[src/inc/rac_pkg.sv]
// package: shared types and constants of the register access bank
package rac_pkg;

    // bus widths
    localparam int unsigned DATA_W = 8;
    localparam int unsigned ADDR_W = 3;

    // register indices on the peripheral access port
    localparam logic [2:0] OFS_BASE     = 3'h0;  // base register of the pair
    localparam logic [2:0] OFS_BASE_SET = 3'h1;  // set alias
    localparam logic [2:0] OFS_BASE_CLR = 3'h2;  // bit_clear_alias
    localparam logic [2:0] OFS_BASE_INV = 3'h3;  // bit_invert_alias
    localparam logic [2:0] OFS_STATUS   = 3'h4;  // read-only status
    localparam logic [2:0] OFS_CTRL     = 3'h5;  // control: rw field, wo command
    localparam logic [2:0] OFS_DEBUG    = 3'h6;  // debug control

    // field layout of the control register
    localparam int unsigned CTRL_FIELD_LSB = 0;  // rw field low bit
    localparam int unsigned CTRL_FIELD_W   = 4;  // rw field width
    localparam int unsigned CTRL_CMD_LSB   = 4;  // wo command low bit
    localparam int unsigned CTRL_CMD_W     = 2;  // wo command width

    // field layout of the status register
    localparam int unsigned STATUS_W = 3;        // live bits, rest reserved

    // reset values
    localparam logic [7:0] BASE_RST  = 8'h00;
    localparam logic [3:0] CTRL_RST  = 4'h0;
    localparam logic [7:0] DEBUG_RST = 8'h00;

    // update kinds applied to a storage cell
    typedef enum logic [1:0]
    {
        RAC_OP_WRITE = 2'h0,  // plain store
        RAC_OP_SET   = 2'h1,  // or in ones
        RAC_OP_CLR   = 2'h2,  // clear where one
        RAC_OP_INV   = 2'h3   // invert where one
    } rac_op_t;

    // one access request
    typedef struct packed
    {
        logic              valid;  // access strobe
        logic              write;  // 1 write, 0 read
        logic [ADDR_W-1:0] addr;   // register index
        logic [DATA_W-1:0] wdata;  // write data
    } rac_req_t;

    // read answer
    typedef struct packed
    {
        logic              rvalid;  // read data valid pulse
        logic [DATA_W-1:0] rdata;   // read data
    } rac_rsp_t;

endpackage : rac_pkg

[src/rtl/rac_bank.sv]
// file: register bank showing the common bit access conventions
// Notes on behaviour
// - read/write bits read back what was written
// - read-only bits ignore writes
// - write-only bits accept writes, reads undefined
// - reserved bits always read zero
// - reset values on power-on and soft reset; debug control reset on power-on only
// - base and alias addresses read same value
// - one in clear alias clears bit
// - one in set alias sets bit
// - one in invert alias toggles bit
`timescale 1ns/1ps
module rac_bank
(
    // clock and resets
    input  wire logic                                    core_clk,
    input  wire logic                                    reset_n,
    input  wire logic                                    soft_reset,
    // peripheral access port
    input  wire rac_pkg::rac_req_t                       req,
    output rac_pkg::rac_rsp_t                            rsp,
    // live status from block logic on this clock
    input  wire logic [rac_pkg::STATUS_W-1:0]            status_in,
    // register contents towards block logic
    output logic      [rac_pkg::DATA_W-1:0]              base_value,
    output logic      [rac_pkg::CTRL_FIELD_W-1:0]        ctrl_field,
    output logic      [rac_pkg::DATA_W-1:0]              debug_value,
    output logic      [rac_pkg::CTRL_CMD_W-1:0]          cmd_pulse
);

    // whole state of the bank besides the cells
    typedef struct packed
    {
        logic                              rvalid;  // read answer pulse
        logic [rac_pkg::DATA_W-1:0]        rdata;   // read answer data
        logic [rac_pkg::CTRL_CMD_W-1:0]    cmd;     // write-only command pulses
    } rac_bank_state_t;

    rac_bank_state_t state_q;  // registered state
    rac_bank_state_t state_d;  // next state

    logic                               wr;         // write strobe
    logic                               base_en;    // update of the pair
    rac_pkg::rac_op_t                   base_op;    // kind of pair update
    logic                               ctrl_en;    // control write
    logic                               debug_en;   // debug write
    logic [rac_pkg::DATA_W-1:0]         rd_mux;     // read selection
    logic [rac_pkg::CTRL_FIELD_W-1:0]   ctrl_wdat;  // rw field of write data

    assign wr        = req.valid && req.write;
    assign ctrl_wdat = req.wdata[rac_pkg::CTRL_FIELD_LSB +: rac_pkg::CTRL_FIELD_W];

    // decode writes onto the pair and its aliases
    always_comb
    begin
        base_en  = 1'b0;
        base_op  = rac_pkg::RAC_OP_WRITE;
        ctrl_en  = wr && (req.addr == rac_pkg::OFS_CTRL);
        debug_en = wr && (req.addr == rac_pkg::OFS_DEBUG);
        if (wr)
        begin
            case (req.addr)
                rac_pkg::OFS_BASE:
                begin
                    base_en = 1'b1;
                    base_op = rac_pkg::RAC_OP_WRITE;
                end
                rac_pkg::OFS_BASE_SET:
                begin
                    base_en = 1'b1;
                    base_op = rac_pkg::RAC_OP_SET;
                end
                rac_pkg::OFS_BASE_CLR:
                begin
                    base_en = 1'b1;
                    base_op = rac_pkg::RAC_OP_CLR;
                end
                rac_pkg::OFS_BASE_INV:
                begin
                    base_en = 1'b1;
                    base_op = rac_pkg::RAC_OP_INV;
                end
                default:
                begin
                    base_en = 1'b0;  // status, control, debug and unmapped: pair not written
                    base_op = rac_pkg::RAC_OP_WRITE;
                end
            endcase
        end
    end

    // base register shared by the pair
    rac_cell
    #(
        .WIDTH        (rac_pkg::DATA_W),
        .RESET_VAL    (rac_pkg::BASE_RST),
        .KEEP_ON_SOFT (1'b0)
    )
    u_base
    (
        .core_clk   (core_clk),
        .reset_n    (reset_n),
        .soft_reset (soft_reset),
        .upd_en     (base_en),
        .upd_op     (base_op),
        .upd_data   (req.wdata),
        .value      (base_value)
    );

    // read/write field of the control register
    rac_cell
    #(
        .WIDTH        (rac_pkg::CTRL_FIELD_W),
        .RESET_VAL    (rac_pkg::CTRL_RST),
        .KEEP_ON_SOFT (1'b0)
    )
    u_ctrl
    (
        .core_clk   (core_clk),
        .reset_n    (reset_n),
        .soft_reset (soft_reset),
        .upd_en     (ctrl_en),
        .upd_op     (rac_pkg::RAC_OP_WRITE),
        .upd_data   (ctrl_wdat),
        .value      (ctrl_field)
    );

    // debug control survives a soft reset
    rac_cell
    #(
        .WIDTH        (rac_pkg::DATA_W),
        .RESET_VAL    (rac_pkg::DEBUG_RST),
        .KEEP_ON_SOFT (1'b1)
    )
    u_debug
    (
        .core_clk   (core_clk),
        .reset_n    (reset_n),
        .soft_reset (soft_reset),
        .upd_en     (debug_en),
        .upd_op     (rac_pkg::RAC_OP_WRITE),
        .upd_data   (req.wdata),
        .value      (debug_value)
    );

    // read selection; reserved and write-only bits give zero
    always_comb
    begin
        rd_mux = '0;
        case (req.addr)
            rac_pkg::OFS_BASE,
            rac_pkg::OFS_BASE_SET,
            rac_pkg::OFS_BASE_CLR,
            rac_pkg::OFS_BASE_INV:
            begin
                rd_mux = base_value;
            end
            rac_pkg::OFS_STATUS:
            begin
                rd_mux[rac_pkg::STATUS_W-1:0] = status_in;
            end
            rac_pkg::OFS_CTRL:
            begin
                // command bits are not stored, upper bits reserved
                rd_mux[rac_pkg::CTRL_FIELD_LSB +: rac_pkg::CTRL_FIELD_W] = ctrl_field;
            end
            rac_pkg::OFS_DEBUG:
            begin
                rd_mux = debug_value;
            end
            default:
            begin
                rd_mux = '0;  // unmapped index reads zero
            end
        endcase
    end

    // answer and command pulse next state
    always_comb
    begin
        state_d        = state_q;
        state_d.rvalid = req.valid && !req.write;
        if (req.valid && !req.write)
        begin
            state_d.rdata = rd_mux;
        end
        // write-only command bits pulse one cycle on a write of one
        state_d.cmd = '0;
        if (ctrl_en && !soft_reset)
        begin
            state_d.cmd = req.wdata[rac_pkg::CTRL_CMD_LSB +: rac_pkg::CTRL_CMD_W];
        end
    end

    // state registers
    always_ff @(posedge core_clk or negedge reset_n)
    begin
        if (!reset_n)
        begin
            state_q <= '0;
        end
        else
        begin
            state_q <= state_d;
        end
    end

    // outputs from flops
    assign rsp = '{rvalid: state_q.rvalid,
                   rdata:  state_q.rdata};  // one driver for the whole answer
    assign cmd_pulse  = state_q.cmd;

endmodule : rac_bank

[src/rtl/rac_cell.sv]
// file: one storage cell with reset values and set/clear/invert updates
`timescale 1ns/1ps
module rac_cell
#(
    parameter int unsigned      WIDTH        = 8,
    parameter logic [WIDTH-1:0] RESET_VAL    = '0,
    parameter bit               KEEP_ON_SOFT = 1'b0
)
(
    // clock and resets
    input  wire logic                core_clk,
    input  wire logic                reset_n,
    input  wire logic                soft_reset,
    // update port
    input  wire logic                upd_en,
    input  wire rac_pkg::rac_op_t    upd_op,
    input  wire logic [WIDTH-1:0]    upd_data,
    // stored value
    output logic      [WIDTH-1:0]    value
);

    // whole state of the cell
    typedef struct packed
    {
        logic [WIDTH-1:0] val;  // stored bits
    } rac_cell_state_t;

    rac_cell_state_t state_q;  // registered state
    rac_cell_state_t state_d;  // next state

    // next value: soft reset wins over the update unless KEEP_ON_SOFT
    always_comb
    begin
        state_d = state_q;
        if (soft_reset && !KEEP_ON_SOFT)
        begin
            state_d.val = RESET_VAL;
        end
        else if (upd_en)
        begin
            case (upd_op)
                rac_pkg::RAC_OP_WRITE: state_d.val = upd_data;
                rac_pkg::RAC_OP_SET:   state_d.val = state_q.val | upd_data;
                rac_pkg::RAC_OP_CLR:   state_d.val = state_q.val & ~upd_data;
                rac_pkg::RAC_OP_INV:   state_d.val = state_q.val ^ upd_data;
                default:               state_d.val = state_q.val;
            endcase
        end
    end

    // storage, power-on value under reset
    always_ff @(posedge core_clk or negedge reset_n)
    begin
        if (!reset_n)
        begin
            state_q.val <= RESET_VAL;
        end
        else
        begin
            state_q <= state_d;
        end
    end

    assign value = state_q.val;

endmodule : rac_cell

[config.mk]
export PLATFORM = sky130hd
export DESIGN_NAME = rac_bank
export DESIGN_NICKNAME = d
export VERILOG_FILES = /design/src/inc/rac_pkg.sv /design/src/rtl/rac_bank.sv /design/src/rtl/rac_cell.sv
export SDC_FILE = /design/constraint.sdc
export NUM_CORES = 1
export LEC_CHECK = 0
export BUFFER_PORTS_ARGS = -buffer_cell sky130_fd_sc_hd__buf_2
export CAP_MARGIN = 25
export CORE_UTILIZATION = 55
export CTS_BUF_LIST = sky130_fd_sc_hd__clkbuf_16
export DETAILED_ROUTE_END_ITERATION = 6
export PLACE_DENSITY = 0.82
export SETUP_SLACK_MARGIN = 0.02
export SYNTH_ARGS = -nofsm -noshare
export SYNTH_HDL_FRONTEND = slang
export SYNTH_HIERARCHICAL = 1
export SYNTH_SLANG_ARGS = --single-unit
[constraint.sdc]
create_clock -name core_clk -period 1.5 [get_ports core_clk]
set_input_delay 0.075 -clock core_clk [delete_from_list [all_inputs] [get_ports core_clk]]
set_output_delay 0.075 -clock core_clk [all_outputs]
set_load 0.02 [all_outputs]
---- Word level (Yosys, flattened, before mapping) ----
Cells that the tools add are included.
word-level totals
  bits in registers ....................... 31
  word-level logic and storage cells ...... 44
  input bits .............................. 19
  output and inout bits ................... 31
operators by class
  bitwise operators ....................... 4
  muxes and demuxes ....................... 13
  eq/ne operators ......................... 9
  reduce and logical (&&, ||, !) cells .... 12
operator list
  kind                  count
  $pmux W8 S4           1
  $mux W8               2
  $pmux W3 S4           1
  $eq A3 B3 Y1 const B  3
  $and A8 B8 Y8         1
  $mux W4               2
  $not A8 Y8            1
  $or A8 B8 Y8          1
  $pmux W4 S2           1
  $xor A8 B8 Y8         1
  $eq A3 B2 Y1 const B  2
  $pmux W2 S3           1
  $logic_and A1 B1 Y1   5
  $eq A2 B2 Y1 const B  2
  $mux W2               2
  $reduce_bool A2 Y1    2
  $reduce_or A4 Y1      1
  $eq A3 B1 Y1 const B  1
  $logic_not A3 Y1      1
  $pmux W1 S3           1
  $eq A2 B1 Y1 const B  1
  $logic_not A1 Y1      2
  $logic_not A2 Y1      1
  $mux W1               2

---- Logic depth before layout (Yosys ltp) ----
Gate-level depths: netlist of the first run.
  depth after elaboration ................. 7
  depth in mapped cells ................... 8
  depth with buffers taken out ............ 6

---- Modules after synthesis ----
Netlist of the first run, hierarchy kept.
by module, submodules not included
  module               area an instance (um2)  cells an instance  times used  sequential area each (um2)
  rac_cell at u_base   838.3                   90                 1           200.2
  rac_cell at u_debug  787.0                   87                 1           200.2
  rac_bank             629.4                   63                 1           275.3
  rac_cell at u_ctrl   435.4                   43                 1           100.1

---- Worst setup path before layout of the first run ----
OpenSTA, ideal clock, no wires.
  path kind ............................... register to register
  start ................................... reg u_base.state_q, in the netlist u_base/value[3]
  end ..................................... reg u_base.state_q, in the netlist u_base/value[3]
  stages on the path, launching flop included .. 6
  path buffers ............................ 0
  library setup time ...................... 126 ps
  setup slack ............................. 72 ps
  period minus slack after synthesis ...... 1428 ps
  data arrival time ....................... 1302 ps
  required time ........................... 1374 ps
  path through ............................ dfrtp_1 -> inv_1 -> ha_1 -> nand2_1 -> o21ai_0 -> a221o_1
between the ends
  longest elaborated chain between the ends .. 4
  elaborated cells between the ends (all ways) .. 6
  those cells by class .................... mux (3); bitwise (3)
RTL lines
  element                                      line            source
  from (decl)                                  rac_cell.sv:28  rac_cell_state_t state_q;
  from (signal assigned)                       rac_cell.sv:60  state_q <= state_d;
  $xor A8 B8 Y8, or another cell as far along  rac_cell.sv:45  rac_pkg::RAC_OP_INV: state_d.val = state_q.val ^ upd_data;
  $pmux W8 S4 (*)                              rac_cell.sv:41  case (upd_op)
  $mux W8 (*)                                  rac_cell.sv:39  else if (upd_en)
  $mux W8 (*)                                  rac_cell.sv:35  if (soft_reset && !KEEP_ON_SOFT)
Mark *: on every way between the ends. The rest lies on a longest branch, timed or not. The select of a mux whose other input is x is not followed.
A chain may end at the register's enable or synchronous reset.

---- Final worst setup path of the first run ----
  start ................................... reg u_base.state_q, in the netlist u_base/value[6]
  end ..................................... reg u_base.state_q, in the netlist u_base/value[6]
Same word-level chain as after synthesis.

==> impl_metrics.yaml, run 1 <==
timing:
  drv_slew: 0
  grt_setup_unrepaired: "no"
  fin_crit_sh_pct: 92.3
  setup_viol: 0
  clock.fmax_ghz: 0.722
  timing.final.hold_violations: 0
  min_period_ns: 1.38
  tightestPinTransition_ns: 0.615
  slew-limit-headroom_pct: 58.9
  layout_setup_ws_ns: 0.116
  fin_worst_skew_ns: 0.00179
place:
  place.port_buffers: 49
  post-place-ws_ns: -0.0293
  post-dp-hpwl_um: 4690
  routability_congestion: 0.805
  dpl-instance-area_mm2: 0.00304
clock_network:
  cts_max_path_buffers: 2
  cts_tree: "built"
  root_buffer: "clkbuf_16"
  cts_made_buffers: 5
  clkSinkCount: 31
  worstSkewPairLatency_ns: 0.28
  cts_htree_levels: 2
  clkTransAtPathRegs_ns: 0.05
detailed_routing:
  drt-initial-drc-count: 158
  ant_nets: 0
  detail_route.drc_violations: 0
  top_layer_used: "met4"
  routed_wl_um: 6490
  num_vias: 2300
  dr.pass1.iters: 5
  met1_layer_wirelength_in_the_final_routing_um: 2900
  wire_per_inst_um: 15.6
  dr_wl_met3_um: 240
  via_per_inst: 5.54
  routed-wl-met2_um: 3210
layout:
  layout.area.seq_um2: 776
  nFillCells: 363
  diodes: 0
  utilization_pct: 67.9
  drive_above_1_share_pct: 28.7
  area_growth_pct: 19.3
  fin_nets: 406
  area_of_the_multi_input_gates_mm2: 0.00165
  finish.instance_area_mm2: 0.00321
min_path:
  timing.hold.worst.class: "input port to flip-flop"
  min_delay_path_depth: 2
  min_to: "cmd_pulse[0]"
  hold_start: "req[4]"
worst_setup_path:
  crit_fanout: 4
  worstPathRequired_ns: 1.65
  critical_path.endpoint_type: "flip-flop"
  r2r_cells: 5
  path_class: "flip-flop to flip-flop"
  crit_arrival_ns: 1.54
  timing.reg2reg.setup_slack_ns: 0.12
  r2r-start: "u_base/value[6]"
  cp-start-kind: "flip-flop"
  crit-reg2reg-capture: "u_base/value[6]"
global_routing:
  grt_pass1_wl_um: 10500
  grt_antenna_before_repair: 0
  overflow: 0
  globalRouteTotalUtil_pct: 26.7
  grt_pass1_vias: 2203
  pin_count_of_the_biggest_net_entering_global_routing: 32
synthesis:
  postSynth.asyncResetShare_pct: 100
  synth_sequential_area_ratio_pct: 28.8
  synth.cell_area_mm2: 0.00269
  ys.flop_type: "dfrtp_1"
  synthesis.instances: 283
  avg_synthesized_cell_area_um2: 9.51
  synth_area_leader_cell: "dfrtp_1"
  synth_top_area_share_pct: 28.8
  synth.lib_cells_used.distinct: 40
  count_of_state_elements_after_synthesis: 31
  synth.yosys.warnings: 6
  synth.top_cells.by_area: "dfrtp_1 (29%), ha_1 (19%), inv_1 (5.9%)"
  synth_most_common_cell: "inv_1"
  synth_top_cells_by_count: "inv_1 (42), ha_1 (40), dfrtp_1 (31)"
  synth-edff-count: 0
floorplanning:
  core_area_mm2: 0.00472
  die-area_mm2: 0.00517
  die_w_um: 71.9
  initial_core_util_pct: 57.0
  dieHeight_um: 71.9
  io_pins: 50
  placementRows: 25
pwr:
  power_per_cell_area_mw_per_mm2: 932
  pwr-share-seq_pct: 34.7
  comb_power_share_pct: 27.1
  total_leakage_power_nw: 1.66
  max-vdd-ir-drop_uv: 410
  switching_share_pct: 31.6
  cellInternalPower_mw: 2.05
  power_switching_uw: 945
  share_clk_of_total_power_pct: 38.1
run:
  max-cap-violations: 0
run_status:
  outcome: "complete, no violations"
==> what timing repair did <==
item | in CTS | in global routing
hold endpoints to repair | 31 | 0
gates resized for setup | 0 | 0
hold buffers | 1 | 0
buffers inserted | 0 | 0
==> worst max-delay path by stage <==
| stage | cells past startpoint | from | slack (ns) | end |
|---|---|---|---|---|
| 2_1_floorplan | 5 | u_base/value[3] | 0.07 | u_base/value[3] |
| 3_3_place_gp | 7 | req[11] | 0.06 | u_base/value[3] |
| 3_5_place_dp | 8 | req[12] | -0.03 | u_base/value[6] |
| 4_1_cts | 5 | u_base/value[6] | 0.11 | u_base/value[6] |
| 5_1_grt | 5 | u_base/value[6] | 0.04 | u_base/value[6] |
| 6_report | 5 | u_base/value[6] | 0.12 | u_base/value[6] |
==> critical path, cell delays in order, from the launching register on <==
cell      delay, ns
dfrtp_1        0.42
inv_1          0.09
ha_1           0.29
nand2b_1       0.14
a32oi_1        0.22
o31ai_1        0.11
==> power by group through the flow <==
| stage | Sequential, mW | Combinational, mW | Clock (mW) |
|---|---|---|---|
| 2_1_floorplan | 1.15 | 0.420 | 0 |
| 5_1_grt | 1.05 | 0.897 | 1.18 |
| 3_5_place_dp | 1.05 | 0.796 | 0 |
| 3_3_place_gp | 1.05 | 0.754 | 0 |
| 6_report | 1.04 | 0.812 | 1.14 |
| 4_1_cts | 1.04 | 0.806 | 1.15 |
==> sequential cells by signal, indices dropped and copies added (netlist names) <==
name and cells:
rsp 9, u_ctrl/value 4, cmd_pulse 2, u_debug/value 8, u_base/value 8
==> final cells by class <==
type / count / share of cell area (%)
timing repair buffer: 67 / 11.9
multi-input combinational: 200 / 51.3
tap: 67 / 2.61
inverter: 42 / 4.91
clock inverter: 3 / 1.21
clock buffer: 5 / 3.90
sequential: 31 / 24.2
==> kinds of logic (layout without fill, tap and decap cells) <==
group           Yosys count  count (layout)  share of synthesized area, %
other cells               1               8                         0.139
buf+inv                  59             117                          11.0
fa+ha+maj                40              40                          18.6
flops                    31              31                          28.8
simple gates             76              76                          15.9
compound gates           55              55                          16.1
mux                      21              21                          9.49
==> layout by cell type, fill, tap and decap left out, drive strengths merged, types with 3 or more instances in the layout <==
cell	netlist	layout
o21ai	4	4
conb	1	8
o31ai	10	10
inv	42	42
mux2i	3	3
a32oi	10	10
dfrtp	31	31
nor2	19	19
a21oi	9	9
mux2	18	18
and3b	3	3
nand2b	22	22
nor3	3	3
and2	4	4
o221ai	8	8
nand2	14	14
nand3b	3	3
buf	17	66
ha	40	40
a221oi	5	5
clkbuf	0	5
==> stage by stage <==
step	std cells	total power, mW	hold slack (ns)	TNS (ns)
after floorplan	290	1.57	-0.221	0
after global placement	406	1.80	0.120	0
after detailed placement	406	1.85	0.122	-0.0293
after CTS	415	3.00	0.0962	0
after global routing	415	3.13	0.115	0
final	415	2.99	0.103	0
==> metal layers <==
metal  up-vias  GRT usage (%)
li1       1098              -
met1      1126           34.4
met2        63           44.7
met3        13           4.44
met4         0           10.9
met5         -              0
No activity file was read; power rests on OpenSTA's default activity.
==> run 2: changes to the inputs <==
- CORE_UTILIZATION: 55 -> 51
- PLACE_DENSITY: 0.82 -> 0.8
- clock period: 1.5 -> 1.25 ns (I/O delays scaled with it)
==> impl_metrics.yaml, run 2 (synthesized netlist as in run 1, its figures left out) <==
pwr:
  max-vdd-ir-drop_uv: 666
  total_design_power_mw: 3.59
  power_per_cell_area_mw_per_mm2: 962
  total_leakage_power_nw: 1.87
worst_setup_path:
  critical_path.endpoint_type: "flip-flop"
  path_class: "flip-flop to flip-flop"
  crit_arrival_ns: 1.58
  crit_fanout: 4
  timing.reg2reg.setup_slack_ns: -0.18
  cp-start-kind: "flip-flop"
  worstPathRequired_ns: 1.40
  r2r-start: "u_base/value[5]"
  r2r_cells: 5
  crit-reg2reg-capture: "u_base/value[5]"
floorplanning:
  die-area_mm2: 0.00557
  io_pins: 50
  dieHeight_um: 74.6
  core_area_mm2: 0.00511
  die_w_um: 74.6
  placementRows: 26
  initial_core_util_pct: 52.7
min_path:
  min_to: "cmd_pulse[1]"
  hold_start: "req[5]"
  timing.hold.worst.class: "input port to flip-flop"
  min_delay_path_depth: 2
timing:
  fin_worst_skew_ns: 0.00436
  holdWs_ns: 0.0978
  setup_total_negative_slack_ns: -0.623
  setup_viol: 8
  clock.fmax_ghz: 0.700
  tightestPinTransition_ns: 0.508
  timing.final.hold_violations: 0
  layout_setup_ws_ns: -0.179
  slew-limit-headroom_pct: 65.9
  drv_slew: 0
  fin_crit_sh_pct: 114
  grt_setup_unrepaired: "yes"
  min_period_ns: 1.43
layout:
  drive_above_1_share_pct: 47.5
  diodes: 0
  stdcell_count: 449
  final_common_cell: "buf_2"
  max_reg_flops: 9
  utilization_pct: 73.0
  finish.instance_area_mm2: 0.00373
  final_cell_mix: "buf_2 (48), buf_4 (47), inv_1 (36), ha_1 (26), dfrtp_1 (23)"
  area_growth_pct: 38.5
  fin_nets: 437
detailed_routing:
  ant_nets: 0
  num_vias: 2712
  routed_wl_um: 9010
  detail_route.drc_violations: 0
  via_per_inst: 6.04
  drt-initial-drc-count: 297
  wire_per_inst_um: 20.1
  dr.pass1.iters: 5
global_routing:
  globalRouteTotalUtil_pct: 28.8
  grt_pass1_wl_um: 11900
  overflow: 0
  grt_antenna_before_repair: 0
  grt_pass1_vias: 2424
  pin_count_of_the_biggest_net_entering_global_routing: 25
clock_network:
  clkSinkCount: 31
  clkTransAtPathRegs_ns: 0.05
  cts_max_path_buffers: 2
  cts_htree_levels: 2
  worstSkewPairLatency_ns: 0.28
  cts_tree: "built"
  cts_made_buffers: 5
  root_buffer: "clkbuf_16"
place:
  post-dp-hpwl_um: 5150
  dpl-instance-area_mm2: 0.00318
  routability_congestion: 0.854
  placed_cells: 419
  place.port_buffers: 49
  post-place-ws_ns: -0.208
run:
  max-cap-violations: 0
run_status:
  outcome: "complete, but fails checks"
  failing_checks: "negative setup slack"
## run 2: cell count changes in the layout (fill, tap and decap cells not counted), moves of 5 or more
cell      previous run  this run
a32oi_1             10         5
a32oi_2              0         5
buf_4               17        47
dfrtp_1             31        23
dfrtp_2              0         8
ha_1                40        26
ha_4                 0        11
inv_1               42        36
inv_2                0         8
nand2b_1            18        12
nand2b_4             0         6
## run 2: layer usage
metal	wire [um]	track usage [%]	part of all wire, %
met1	3440	35.6	38
met2	4290	49.8	48
met3	725	5.76	8.1
met4	550	10.3	6.1
met5	0	0	0
## run 2: worst max path at each step
stage               startpoint              end  slack, ns  cells after the start
2_1_floorplan  u_base/value[3]  u_base/value[3]      0.007                      5
3_3_place_gp           req[11]  u_base/value[4]      -0.12                      8
3_5_place_dp           req[11]  u_base/value[4]      -0.21                      8
4_1_cts        u_base/value[0]  u_base/value[0]      -0.03                      5
5_1_grt        u_base/value[1]  u_base/value[1]      -0.23                      5
6_report       u_base/value[5]  u_base/value[5]      -0.18                      5
## run 2: final cells by class
| type | count | area [um2] |
|---|---|---|
| fill | 335 | 1380 |
| clock inverter | 3 | 12.5 |
| timing repair buffer | 98 | 634 |
| multi-input combinational | 200 | 1920 |
| tap | 70 | 87.6 |
| clock buffer | 5 | 125 |
| inverter | 42 | 158 |
| sequential | 31 | 786 |
## run 2: what timing repair did
item                                    CTS  global route
pin swaps                                 4            11
setup buffers                            15             6
endpoints found under the setup margin    5            18
gates cloned                              0             0
resized for setup                        10            24
hold buffers                              1             0
endpoints found under the hold margin    12             0
## run 2: critical path, stage by stage, from the launching register on
cell	delay, ns
dfrtp_2	0.44
inv_2	0.10
ha_4	0.20
nand2b_4	0.15
a32oi_2	0.28
o31ai_1	0.12
## run 2: power by group
part / leakage [nW] / switching (mW) / internal, mW
sequential: 0.387 / 0.149 / 1.12
combinational: 1.41 / 0.647 / 0.500
clock: 0.0762 / 0.447 / 0.719
==> run 3: changes to the inputs <==
- CORE_MARGIN: default -> 3
- GPL_TIMING_DRIVEN: default -> 0
==> impl_metrics.yaml, run 3 (synthesized netlist as in run 1, its figures left out) <==
run_status:
  outcome: "complete, but fails checks"
  failing_checks: "negative setup slack"
run:
  max-cap-violations: 0
worst_setup_path:
  cp-start-kind: "flip-flop"
  path_class: "flip-flop to flip-flop"
  crit_fanout: 3
  critical_path.endpoint_type: "flip-flop"
  worstPathRequired_ns: 1.40
  timing.reg2reg.setup_slack_ns: -0.07
  crit_arrival_ns: 1.47
pwr:
  power_per_cell_area_mw_per_mm2: 1080
  max-vdd-ir-drop_uv: 623
  power_switching_mw: 1.19
  share_clk_of_total_power_pct: 40.0
  total_leakage_power_nw: 1.80
  comb_power_share_pct: 27.8
  cellInternalPower_mw: 2.73
  switching_share_pct: 30.3
  total_design_power_mw: 3.91
  pwr-share-seq_pct: 32.2
layout:
  drive_above_1_share_pct: 43.8
  utilization_pct: 73.8
  fin_nets: 423
  max_reg_flops: 9
  finish.instance_area_mm2: 0.00362
  diodes: 0
  final_cell_mix: "buf_2 (52), inv_1 (35), ha_1 (29), dfrtp_1 (23), buf_4 (22)"
  final_common_cell: "buf_2"
  area_growth_pct: 34.7
  stdcell_count: 432
global_routing:
  grt_antenna_before_repair: 0
  gr-usage-met2_pct: 41.9
  globalRouteMet1Util_pct: 30.4
  globalRouteTotalUtil_pct: 24.5
  grt.busiest_layer: "met2"
  globalRouteMet3Util_pct: 5.16
  grt_pass1_wl_um: 11900
  grt_pass1_vias: 2392
  overflow: 0
  pin_count_of_the_biggest_net_entering_global_routing: 32
detailed_routing:
  drt-initial-drc-count: 166
  via_per_inst: 5.75
  ant_nets: 0
  num_vias: 2484
  detail_route.drc_violations: 0
  dr.pass1.iters: 4
  routed_wl_um: 7660
  wire_per_inst_um: 17.7
min_path:
  timing.hold.worst.class: "input port to flip-flop"
timing:
  tightestPinTransition_ns: 0.712
  setup_viol: 3
  min_period_ns: 1.32
  fin_crit_sh_pct: 105
  grt_setup_unrepaired: "yes"
  layout_setup_ws_ns: -0.0682
  holdWs_ns: 0.0856
  drv_slew: 0
  clock.fmax_ghz: 0.759
  timing.final.hold_violations: 0
  fin_worst_skew_ns: 0.00712
  slew-limit-headroom_pct: 52.5
floorplanning:
  initial_core_util_pct: 54.8
  core_area_mm2: 0.00491
  dieHeight_um: 78.6
  placementRows: 25
  die_w_um: 78.6
  die-area_mm2: 0.00618
  io_pins: 50
clock_network:
  cts_made_buffers: 5
  clkTransAtPathRegs_ns: 0.05
  root_buffer: "clkbuf_16"
  worstSkewPairLatency_ns: 0.28
  cts_max_path_buffers: 2
  clkSinkCount: 31
  cts_tree: "built"
  cts_htree_levels: 2
place:
  place.port_buffers: 49
  post-dp-hpwl_um: 4960
  routability_congestion: 0.829
  dpl-instance-area_mm2: 0.00310
  placed_cells: 406
## run 3: cell types whose count changed in the layout (fill, tap and decap cells not counted), moves of 2 or more
cell,previous run,this run
bufinv_16,0,2
nand2b_1,12,15
nor3b_4,0,2
ha_4,11,7
buf_6,1,6
a32oi_2,5,2
a32oi_1,5,7
buf_4,47,22
ha_1,26,29
nand2b_4,6,3
buf_2,48,52
## run 3: per-layer routing
metal / wire length, um / vias up
li1: - / 1139
met1: 3080 / 1207
met2: 3800 / 116
met3: 585 / 22
met4: 197 / 0
met5: 0 / -
## run 3: worst paths after layout
path	from	endpoint	depth (start not counted)
hold / removal	req[5]	cmd_pulse[1]	2
setup / recovery	u_base/value[4]	u_base/value[4]	5
setup reg to reg	u_base/value[4]	u_base/value[4]	5
hold reg to reg	rsp[6]	rsp[6]	2
max in group asynchronous	reset_n	u_base/value[0]	2
min in group asynchronous	reset_n	u_ctrl/value[1]	2
## run 3: area by class of cell
type,count,area [um2]
buffer,17,150
clock buffer,5,125
clock inverter,3,63.8
fill,343,1290
inverter,42,158
multi-input combinational,200,1860
sequential,31,786
tap,67,83.8
timing repair buffer,67,395
## run 3: what timing repair did
action / in CTS / in global routing
resized for setup: 9 / 22
buffers inserted: 10 / 7
cloned: 0 / 0
hold endpoints to repair: 31 / 0
setup endpoints to repair: 12 / 21
pin swaps: 4 / 3
hold buffers: 1 / 0
## run 3: metrics by stage
step                      setup TNS, ns  setup slack, ns
after floorplan                       0          0.00747
after global placement            -4.72           -0.394
after detailed placement          -5.41           -0.372
after CTS                       -0.0445          -0.0341
after global routing             -0.543           -0.112
final                            -0.158          -0.0682
## run 3: power by group through the flow
| stage | Clock, mW | Combinational (mW) | Sequential (mW) |
|---|---|---|---|
| global route | 1.65 | 1.20 | 1.28 |
| detailed placement | 0 | 0.961 | 1.27 |
| global placement | 0 | 0.917 | 1.27 |
| CTS | 1.58 | 1.01 | 1.25 |
| floorplan | 0 | 0.514 | 1.39 |
| finish | 1.57 | 1.09 | 1.26 |
## run 3: critical path, stage by stage (launching register included)
cell	delay, ns
dfrtp_2	0.43
inv_2	0.08
ha_4	0.19
nand2b_4	0.14
a32oi_4	0.23
o31ai_2	0.11
